===== src/rtl/nei_defs.svh =====
`ifndef NEI_DEFS_SVH
`define NEI_DEFS_SVH

// ==========================================================
// Register map (byte addresses, one 32-bit word each)
`define NEI_ADDR_CTRL      12'h000
`define NEI_ADDR_STATUS    12'h004
`define NEI_ADDR_IGNCNT    12'h008
`define NEI_ADDR_HALTCNT   12'h00c

// ==========================================================
// Control register fields
`define NEI_CTRL_MODE_BIT  0
`define NEI_CTRL_DUAL_BIT  1
`define NEI_CTRL_MODE_RST  1'b0
`define NEI_CTRL_DUAL_RST  1'b0

// ==========================================================
// Status register fields
`define NEI_ST_IGN_PIN_BIT 0
`define NEI_ST_IGN_EFF_BIT 1
`define NEI_ST_ERRSUM_BIT  2
`define NEI_ST_HALT_BIT    3
`define NEI_ST_BIST_BIT    4
`define NEI_ST_BISTRAN_BIT 5

// ==========================================================
// Timing counts in clk cycles
`define NEI_BOOT_CYCLES    8'h02
`define NEI_BIST_CYCLES    8'h40

// ==========================================================
// Floating-point instruction codes on fp_insn_op
`define NEI_OP_INIT        4'h0
`define NEI_OP_CLEX        4'h1
`define NEI_OP_STENV       4'h2
`define NEI_OP_SAVE        4'h3
`define NEI_OP_STSW        4'h4
`define NEI_OP_STCW        4'h5
`define NEI_OP_LEG_ENI     4'h6
`define NEI_OP_LEG_DISI    4'h7
`define NEI_OP_LEG_SETPM   4'h8
`define NEI_OP_LAST_CTRL   4'h8

`endif


===== src/rtl/nei_pkg.sv =====
`default_nettype none

package nei_pkg;

  typedef enum logic [2:0] {
    ST_BOOT,
    ST_BIST,
    ST_RUN,
    ST_HALT,
    ST_INIT
  } nei_state_t;

  typedef logic [3:0] nei_op_t;

endpackage

`default_nettype wire


===== src/rtl/nei_sync.sv =====
`default_nettype none

module nei_sync #(
  parameter logic RESET_VAL = 1'b0
) (
  // Clock and reset
  input  wire logic clk,
  input  wire logic rst_n,
  // Data
  input  wire logic d,
  output var  logic q
);

  logic meta_reg;

  // ==========================================================
  // Two-flop chain; only the second flop is visible outside
  always_ff @(posedge clk or negedge rst_n) begin
    if (!rst_n) begin
      meta_reg <= RESET_VAL;
      q        <= RESET_VAL;
    end else begin
      meta_reg <= d;
      q        <= meta_reg;
    end
  end

endmodule

`default_nettype wire


===== src/rtl/nei_ctrl.sv =====
// What this block does
// (RQ1) Native error mode set: ignore pin has no effect
// (RQ2) Ignore asserted: skip pending exception, keep executing
// (RQ3) Control-class instructions run despite pending exception; with native error mode set they fault instead
// (RQ4) Other instructions halt until external interrupt
// (RQ5) Secondary dual-processor role masks ignore pin
// (RQ6) Soft init restarts like reset, keeps caches
// (RQ7) System must apply hardware reset after power-up
// (RQ8) Soft init high at reset release runs self test
// (RQ9) Pins synchronised; ignore checked per instruction
`include "nei_defs.svh"
`default_nettype none

module nei_ctrl
  import nei_pkg::*;
(
  // Clock and reset
  input  wire logic        clk,
  input  wire logic        rst_n,
  // APB slave
  input  wire logic        psel,
  input  wire logic        penable,
  input  wire logic        pwrite,
  input  wire logic [11:0] paddr,
  input  wire logic [31:0] pwdata,
  output var  logic        pready,
  output var  logic [31:0] prdata,
  output var  logic        pslverr,
  // Pins from system logic
  input  wire logic        ignore_numeric_error_n,
  input  wire logic        soft_init,
  input  wire logic        external_interrupt,
  // Core side
  input  wire logic        fp_insn_valid,
  input  wire logic [3:0]  fp_insn_op,
  input  wire logic        fpu_error_summary_flag,
  output var  logic        fp_insn_ready,
  output var  logic        fp_insn_exec,
  output var  logic        fp_insn_ignored,
  output var  logic        fp_insn_fault,
  output var  logic        core_halted,
  output var  logic        core_restart,
  output var  logic        bist_active
);

  // ==========================================================
  // Declarations
  nei_state_t  state_reg;
  nei_state_t  state_next;
  logic [7:0]  cnt_reg;
  logic        ign_sync_n;
  logic        init_sync;
  logic        intr_sync;
  logic        init_prev_reg;
  logic        init_rise;
  logic        native_error_mode_bit;
  logic        dual_secondary_reg;
  logic        bist_ran_reg;
  logic [15:0] ign_cnt_reg;
  logic [15:0] halt_cnt_reg;
  logic        ign_eff;
  logic        is_ctrl_op;
  logic        take;
  logic        out_exec;
  logic        out_ignored;
  logic        out_fault;
  logic        out_halt;
  logic        apb_access;
  logic        apb_wr;
  logic [31:0] rd_next;
  logic        err_next;

  // ==========================================================
  // Pin synchronisers
  nei_sync #(.RESET_VAL(1'b1)) u_sync_ign (
    .clk   (clk),
    .rst_n (rst_n),
    .d     (ignore_numeric_error_n),
    .q     (ign_sync_n)
  ); // [RQ9]

  nei_sync #(.RESET_VAL(1'b0)) u_sync_init (
    .clk   (clk),
    .rst_n (rst_n),
    .d     (soft_init),
    .q     (init_sync)
  ); // [RQ9]

  nei_sync #(.RESET_VAL(1'b0)) u_sync_intr (
    .clk   (clk),
    .rst_n (rst_n),
    .d     (external_interrupt),
    .q     (intr_sync)
  );

  always_ff @(posedge clk or negedge rst_n) begin
    if (!rst_n) begin
      init_prev_reg <= 1'b0;
    end else begin
      init_prev_reg <= init_sync;
    end
  end

  // Level held through boot is a strap, not a restart request
  assign init_rise = init_sync && !init_prev_reg && (state_reg != ST_BOOT);

  // ==========================================================
  // Exception decision at each instruction boundary
  assign ign_eff    = !native_error_mode_bit && !dual_secondary_reg && !ign_sync_n; // [RQ1] [RQ5]
  assign is_ctrl_op = (fp_insn_op <= `NEI_OP_LAST_CTRL); // [RQ3]
  assign take       = fp_insn_valid && (state_reg == ST_RUN) && !init_rise; // [RQ9]

  always_comb begin
    out_exec    = 1'b0;
    out_ignored = 1'b0;
    out_fault   = 1'b0;
    out_halt    = 1'b0;
    if (take) begin
      if (!fpu_error_summary_flag) begin
        out_exec = 1'b1;
      end else if (native_error_mode_bit) begin
        out_fault = 1'b1; // [RQ1]
      end else if (ign_eff) begin
        out_exec    = 1'b1; // [RQ2]
        out_ignored = 1'b1;
      end else if (is_ctrl_op) begin
        out_exec = 1'b1; // [RQ3]
      end else begin
        out_halt = 1'b1; // [RQ4]
      end
    end
  end

  // ==========================================================
  // Sequencer
  always_comb begin
    state_next = state_reg;
    case (state_reg)
      ST_BOOT: begin
        // Strap sampled once synchronisers hold post-reset values
        if (cnt_reg == `NEI_BOOT_CYCLES) begin
          state_next = init_sync ? ST_BIST : ST_RUN; // [RQ8] [RQ7]
        end
      end
      ST_BIST: begin
        if (cnt_reg == `NEI_BIST_CYCLES) begin
          state_next = ST_RUN; // [RQ8]
        end
      end
      ST_RUN: begin
        if (init_rise) begin
          state_next = ST_INIT; // [RQ6]
        end else if (out_halt) begin
          state_next = ST_HALT; // [RQ4]
        end
      end
      ST_HALT: begin
        if (init_rise) begin
          state_next = ST_INIT; // [RQ6]
        end else if (intr_sync) begin
          state_next = ST_RUN; // [RQ4]
        end
      end
      ST_INIT: begin
        state_next = ST_RUN;
      end
      default: begin
        state_next = ST_BOOT;
      end
    endcase
  end

  always_ff @(posedge clk or negedge rst_n) begin
    if (!rst_n) begin
      state_reg <= ST_BOOT;
    end else begin
      state_reg <= state_next;
    end
  end

  always_ff @(posedge clk or negedge rst_n) begin
    if (!rst_n) begin
      cnt_reg <= 8'h00;
    end else if (state_next != state_reg) begin
      cnt_reg <= 8'h00;
    end else if (state_reg == ST_BOOT || state_reg == ST_BIST) begin
      cnt_reg <= cnt_reg + 8'h01;
    end
  end

  always_ff @(posedge clk or negedge rst_n) begin
    if (!rst_n) begin
      bist_ran_reg <= 1'b0;
    end else if (state_reg == ST_BIST) begin
      bist_ran_reg <= 1'b1;
    end
  end

  // ==========================================================
  // Core-side outputs, all registered
  always_ff @(posedge clk or negedge rst_n) begin
    if (!rst_n) begin
      fp_insn_ready   <= 1'b0;
      fp_insn_exec    <= 1'b0;
      fp_insn_ignored <= 1'b0;
      fp_insn_fault   <= 1'b0;
      core_halted     <= 1'b0;
      core_restart    <= 1'b0;
      bist_active     <= 1'b0;
    end else begin
      fp_insn_ready   <= (state_next == ST_RUN);
      fp_insn_exec    <= out_exec;
      fp_insn_ignored <= out_ignored; // [RQ2]
      fp_insn_fault   <= out_fault;
      core_halted     <= (state_next == ST_HALT); // [RQ4]
      core_restart    <= (state_next == ST_INIT); // [RQ6]
      bist_active     <= (state_next == ST_BIST); // [RQ8]
    end
  end

  // ==========================================================
  // Event counters
  always_ff @(posedge clk or negedge rst_n) begin
    if (!rst_n) begin
      ign_cnt_reg  <= 16'h0000;
      halt_cnt_reg <= 16'h0000;
    end else begin
      if (out_ignored) begin
        ign_cnt_reg <= ign_cnt_reg + 16'h0001;
      end
      if (out_halt) begin
        halt_cnt_reg <= halt_cnt_reg + 16'h0001;
      end
    end
  end

  // ==========================================================
  // APB slave: one wait state, so pready and prdata come from flops
  assign apb_access = psel && penable && !pready;
  assign apb_wr     = psel && penable && pready && pwrite;

  always_comb begin
    rd_next  = 32'h0000_0000;
    err_next = 1'b0;
    if (paddr == `NEI_ADDR_CTRL) begin
      rd_next[`NEI_CTRL_MODE_BIT] = native_error_mode_bit;
      rd_next[`NEI_CTRL_DUAL_BIT] = dual_secondary_reg;
    end else if (paddr == `NEI_ADDR_STATUS) begin
      rd_next[`NEI_ST_IGN_PIN_BIT] = !ign_sync_n;
      rd_next[`NEI_ST_IGN_EFF_BIT] = ign_eff;
      rd_next[`NEI_ST_ERRSUM_BIT]  = fpu_error_summary_flag;
      rd_next[`NEI_ST_HALT_BIT]    = (state_reg == ST_HALT);
      rd_next[`NEI_ST_BIST_BIT]    = (state_reg == ST_BIST);
      rd_next[`NEI_ST_BISTRAN_BIT] = bist_ran_reg;
    end else if (paddr == `NEI_ADDR_IGNCNT) begin
      rd_next[15:0] = ign_cnt_reg;
    end else if (paddr == `NEI_ADDR_HALTCNT) begin
      rd_next[15:0] = halt_cnt_reg;
    end else begin
      err_next = 1'b1;
    end
  end

  always_ff @(posedge clk or negedge rst_n) begin
    if (!rst_n) begin
      pready  <= 1'b0;
      prdata  <= 32'h0000_0000;
      pslverr <= 1'b0;
    end else begin
      pready  <= apb_access;
      prdata  <= (apb_access && !pwrite) ? rd_next : 32'h0000_0000;
      pslverr <= apb_access && err_next;
    end
  end

  // Soft init clears the mode bit like reset; role bit is configuration and stays
  always_ff @(posedge clk or negedge rst_n) begin
    if (!rst_n) begin
      native_error_mode_bit <= `NEI_CTRL_MODE_RST;
      dual_secondary_reg    <= `NEI_CTRL_DUAL_RST;
    end else if (state_next == ST_INIT && state_reg != ST_INIT) begin
      native_error_mode_bit <= `NEI_CTRL_MODE_RST; // [RQ6]
    end else if (apb_wr && paddr == `NEI_ADDR_CTRL) begin
      native_error_mode_bit <= pwdata[`NEI_CTRL_MODE_BIT];
      dual_secondary_reg    <= pwdata[`NEI_CTRL_DUAL_BIT];
    end
  end
endmodule

`default_nettype wire


===== config.mk =====
export PLATFORM = sky130hd
export DESIGN_NAME = nei_ctrl
export DESIGN_NICKNAME = d
export VERILOG_FILES = /design/src/rtl/nei_pkg.sv /design/src/rtl/nei_sync.sv /design/src/rtl/nei_ctrl.sv
export VERILOG_INCLUDE_DIRS = /design/src /design/src/rtl
export SDC_FILE = /design/constraint.sdc
export NUM_CORES = 1
export LEC_CHECK = 0
export BUFFER_PORTS_ARGS = -buffer_cell sky130_fd_sc_hd__buf_4
export CAP_MARGIN = 10
export CORE_UTILIZATION = 40
export CTS_CLUSTER_DIAMETER = 60
export CTS_CLUSTER_SIZE = 40
export DETAILED_ROUTE_END_ITERATION = 8
export HOLD_SLACK_MARGIN = 0.05
export PLACE_DENSITY = 0.66
export SLEW_MARGIN = 20
export SYNTH_ARGS = -nofsm -noshare
export SYNTH_HDL_FRONTEND = slang
export SYNTH_SLANG_ARGS = --single-unit

===== constraint.sdc =====
create_clock -name clk -period 2.35 [get_ports clk]
set_clock_uncertainty 0.1 [all_clocks]
set_input_delay 0.1175 -clock clk [delete_from_list [all_inputs] [get_ports clk]]
set_output_delay 0.1175 -clock clk [all_outputs]
set_load 0.01 [all_outputs]

==> metrics list <==
- Setup Crit Path Kind: flop to flop
- Initial core utilization: 41.48%
- Measured along the y axis, the die boundary spans approximately 97 um.
- Antenna cell count: 0
- Data on the critical path arrives at its endpoint at 2450 ps.
- Static timing analysis puts the maximum clock frequency at ~440 MHz.
- Summing every instance area after synthesis gives roughly 3600 sq um.
* Number of nets in the finished design: roughly 480
- Via count normalized by instance count: 5.019
- FILL cells: between 700 and 800
- Most frequent cells after synthesis: sky130_fd_sc_hd__dfrtp_1, sky130_fd_sc_hd__nor2_1, sky130_fd_sc_hd__nand2_1, sky130_fd_sc_hd__xor2_1, sky130_fd_sc_hd__nand3_1
- The global routing stage identified its most utilized layer as met2.
- Subtracting the final worst setup slack from the clock period gives roughly 2300 ps.
- After layout, the worst path uses 97.37% of the clock period.
- Count of endpoints failing hold in the final timing report: 0
- Drt initial violations: about 170
- Horiz. Die Dim: slightly below 100 um
- M2 GR Usage: between 20 and 30%
- GRT Resource Usage Total: 16.91%
* Number of different library cells in the post-synthesis netlist: 44
* Highest fanout seen on the critical path: 8
* Vias in the first global route: about 2600
- Clock slew at reported path FFs: about 80 ps
* Power density relative to cell area: between 500 and 600 nW/um^2
- Std-Cell Core Area: approximately 8800 sq um
* Buffer depth of the longest clock path: 2
* GR Util met3: 4.820%
- TritonCTS built the clock tree.
- For the pin with the worst max-slew slack, the measured transition is between 600 and 700 ps.
- Global routing used between 20% and 30% of the available met1 tracks.
- The analysis attributes to cell leakage a power of 2.211 nW.
* Clk sink count: ~80
- Worst min path class: input pin to flop
* Placer congestion estimate: 0.8277
* Worst VDD drop: 0.3521 mV
* #FFs+latches synth: a little under 80
- Slowest Stage Delay on Critical Path: roughly 540 ps
* Number of synthesis warnings: 0
* Final routed wirelength across all metal layers: ~7.4 mm
- Summed over its instances, the top area cell type makes up approximately 52% of the synthesized netlist area.
- EDFF count, synth: 0
* PortBufs: 52
* CP startpoint kind: flop
- IO Pins: around 100
- On the critical path the largest part of the delay comes from compound AO/OA/AOI/OAI gates.
* Clock latency at the later pin of the worst-skew pair: 350 ps
* Crit path buf inv count: 0
- Sum of overflow across all layers after global routing: 0
* Biggest area contributors in the synthesized netlist: sky130_fd_sc_hd__dfrtp_1, sky130_fd_sc_hd__xor2_1, sky130_fd_sc_hd__nor2_1
* Slew headroom: about three fifths
- Each instance of the synthesized netlist takes up on average between 10 and 15 sq um.
- Site Rows: 34
- After clock tree synthesis, the setup repair step added 0 buffers.
- 1st-pass router iterations: 4
- The worst setup path is captured at a flop.
- For this run, the register share of the synthesized area comes to between 50% and 60%.
- CTS root buffer: sky130_fd_sc_hd__clkbuf_8
- Power Total: roughly 2.6 mW
- Adding up every negative setup slack in the final design gives 0 ps.
- The initial antenna violation count was 0.
- In the routed design, unresolved DRC markers number 0.
* Floorplan die area: about 9500 sq um
- Cells with a size suffix above 1 make up roughly 23% of the layout.
- Entering global routing, the biggest net connects 45 pins.
* Total half-perimeter wirelength after legalization and detailed placement: roughly 5.2 mm
- The flow ran to the end, and the final reports show no timing, DRC or antenna violations.
- For this block, the via count after detailed routing is roughly 2700.
- Final setup vio count: 0
- The max-slew violation total from the final report came to 0.
* Wire length of the first global-routing pass: 12.70 mm
- Count of maximum capacitance violations: 0
* Cell breakdown of the critical path: or4_4 > or2_0 > o22a_1 > a221o_2 > a211oi_2
- In the synthesized netlist the async set-or-reset flop fraction comes to 100.0%.
* CTS buffer count: 9
* Cell with the most instances after synthesis: sky130_fd_sc_hd__dfrtp_1
- In the final routed layout, each cell accounts on average for 13.90 um.
- Most used flip-flop cell after synthesis: sky130_fd_sc_hd__dfrtp_1
* Area growth, synth to finish: 24.41%
* Non-Filler Instances: around 530
* Clock H-tree levels: 3
- Slowest cell on crit path: sky130_fd_sc_hd__or4_4
- Data on the critical path is required at its endpoint by ~2500 ps.
- In this run the remaining antenna-violating nets after routing total 0.
* Synth Instances: 341
- Placed Cells incl. Taps: around 510
- sky130_fd_sc_hd__dfrtp_1 takes more of the synthesized area than any other cell.
==> final cells by class <==
type                            count  area (sq um)  area share, %
Clock buffer                        9         123.9          2.739
Clock inverter                      6         87.58          1.937
Inverter                            9         33.78         0.7471
Multi-Input combinational cell    244          1559          34.48
Sequential cell                    78          1954          43.22
Tap cell                          108         135.1          2.988
Timing Repair Buffer               78         628.1          13.89
==> worst register-to-register path: stages (launching register included) <==
cell and delay [ps]:
sky130_fd_sc_hd__dfrtp_1 390, sky130_fd_sc_hd__or4_4 550, sky130_fd_sc_hd__or2_0 240, sky130_fd_sc_hd__o22a_1 230, sky130_fd_sc_hd__a221o_2 450, sky130_fd_sc_hd__a211oi_2 250
==> layer usage <==
metal	part of all wire, %	up-vias
li1	-	1302
met1	44	1301
met2	51	57
met3	3.8	10
met4	1.4	0
met5	0	-
==> layout by cell type (no fill, tap or decap), drive strengths merged, types with 11 or more instances in the layout <==
master,netlist,final
and3,11,11
nand2,20,20
xor2,20,20
mux2i,12,12
nor2,38,38
nand3,18,18
xnor2,16,16
buf,17,66
dfrtp,76,76
dlygate4sd3,0,12
conb,1,16
==> where the power goes <==
| group | switching (mW) | internal [mW] |
|---|---|---|
| clock | 0.497 | 0.592 |
| sequential | 0.00431 | 1.35 |
| combinational | 0.0747 | 0.0620 |
==> cells by family after synthesis <==
kind of cell	after synthesis	synth area share [%]
compound gates	33	5.852
xor+xnor	36	8.675
fa+ha+maj	5	1.721
buf+inv	34	5.164
flops	78	53.77
mux	17	4.854
other cells	1	0.1032
simple gates	137	19.86
==> worst paths after layout <==
| path | from | slack (ps) | end | cells after the start |
|---|---|---|---|---|
| worst max-delay path | cnt_reg[2]$_DFFE_PN0P_ | 60 | cnt_reg[1]$_DFFE_PN0P_ | 5 |
| worst min-delay path | paddr[3] | 80 | prdata[1]$_DFF_PN0_ | 3 |
| worst max register to register | cnt_reg[2]$_DFFE_PN0P_ | 60 | cnt_reg[1]$_DFFE_PN0P_ | 5 |
| worst min register to register | u_sync_intr.meta_reg$_DFF_PN0_ | 250 | u_sync_intr.q$_DFF_PN0_ | 0 |
| max in group asynchronous | rst_n | 1420 | bist_active$_DFF_PN0_ | 3 |
| min in group asynchronous | rst_n | 160 | halt_cnt_reg[15]$_DFFE_PN0P_ | 2 |
==> through the flow <==
step / utilization [%] / setup WS [ps] / cell area (sq um) / hold slack (ps)
2_1_floorplan: - / 85.74 / 3691 / -278.1
3_3_place_gp: 47.70 / 88.26 / 4180 / -1.203
3_5_place_dp: 47.70 / 64.99 / 4180 / 1.098
4_1_cts: 51.48 / 50.00 / 4512 / 57.38
5_1_grt: 51.60 / -33.20 / 4522 / 95.42
6_report: 51.60 / 61.91 / 4522 / 77.90
==> repair_timing <==
item,CTS,global route
gates resized for setup,0,2
endpoints found under the setup margin,0,2
hold endpoints to repair,87,0
hold buffers,12,0
Power figures use the tool's default switching activity.
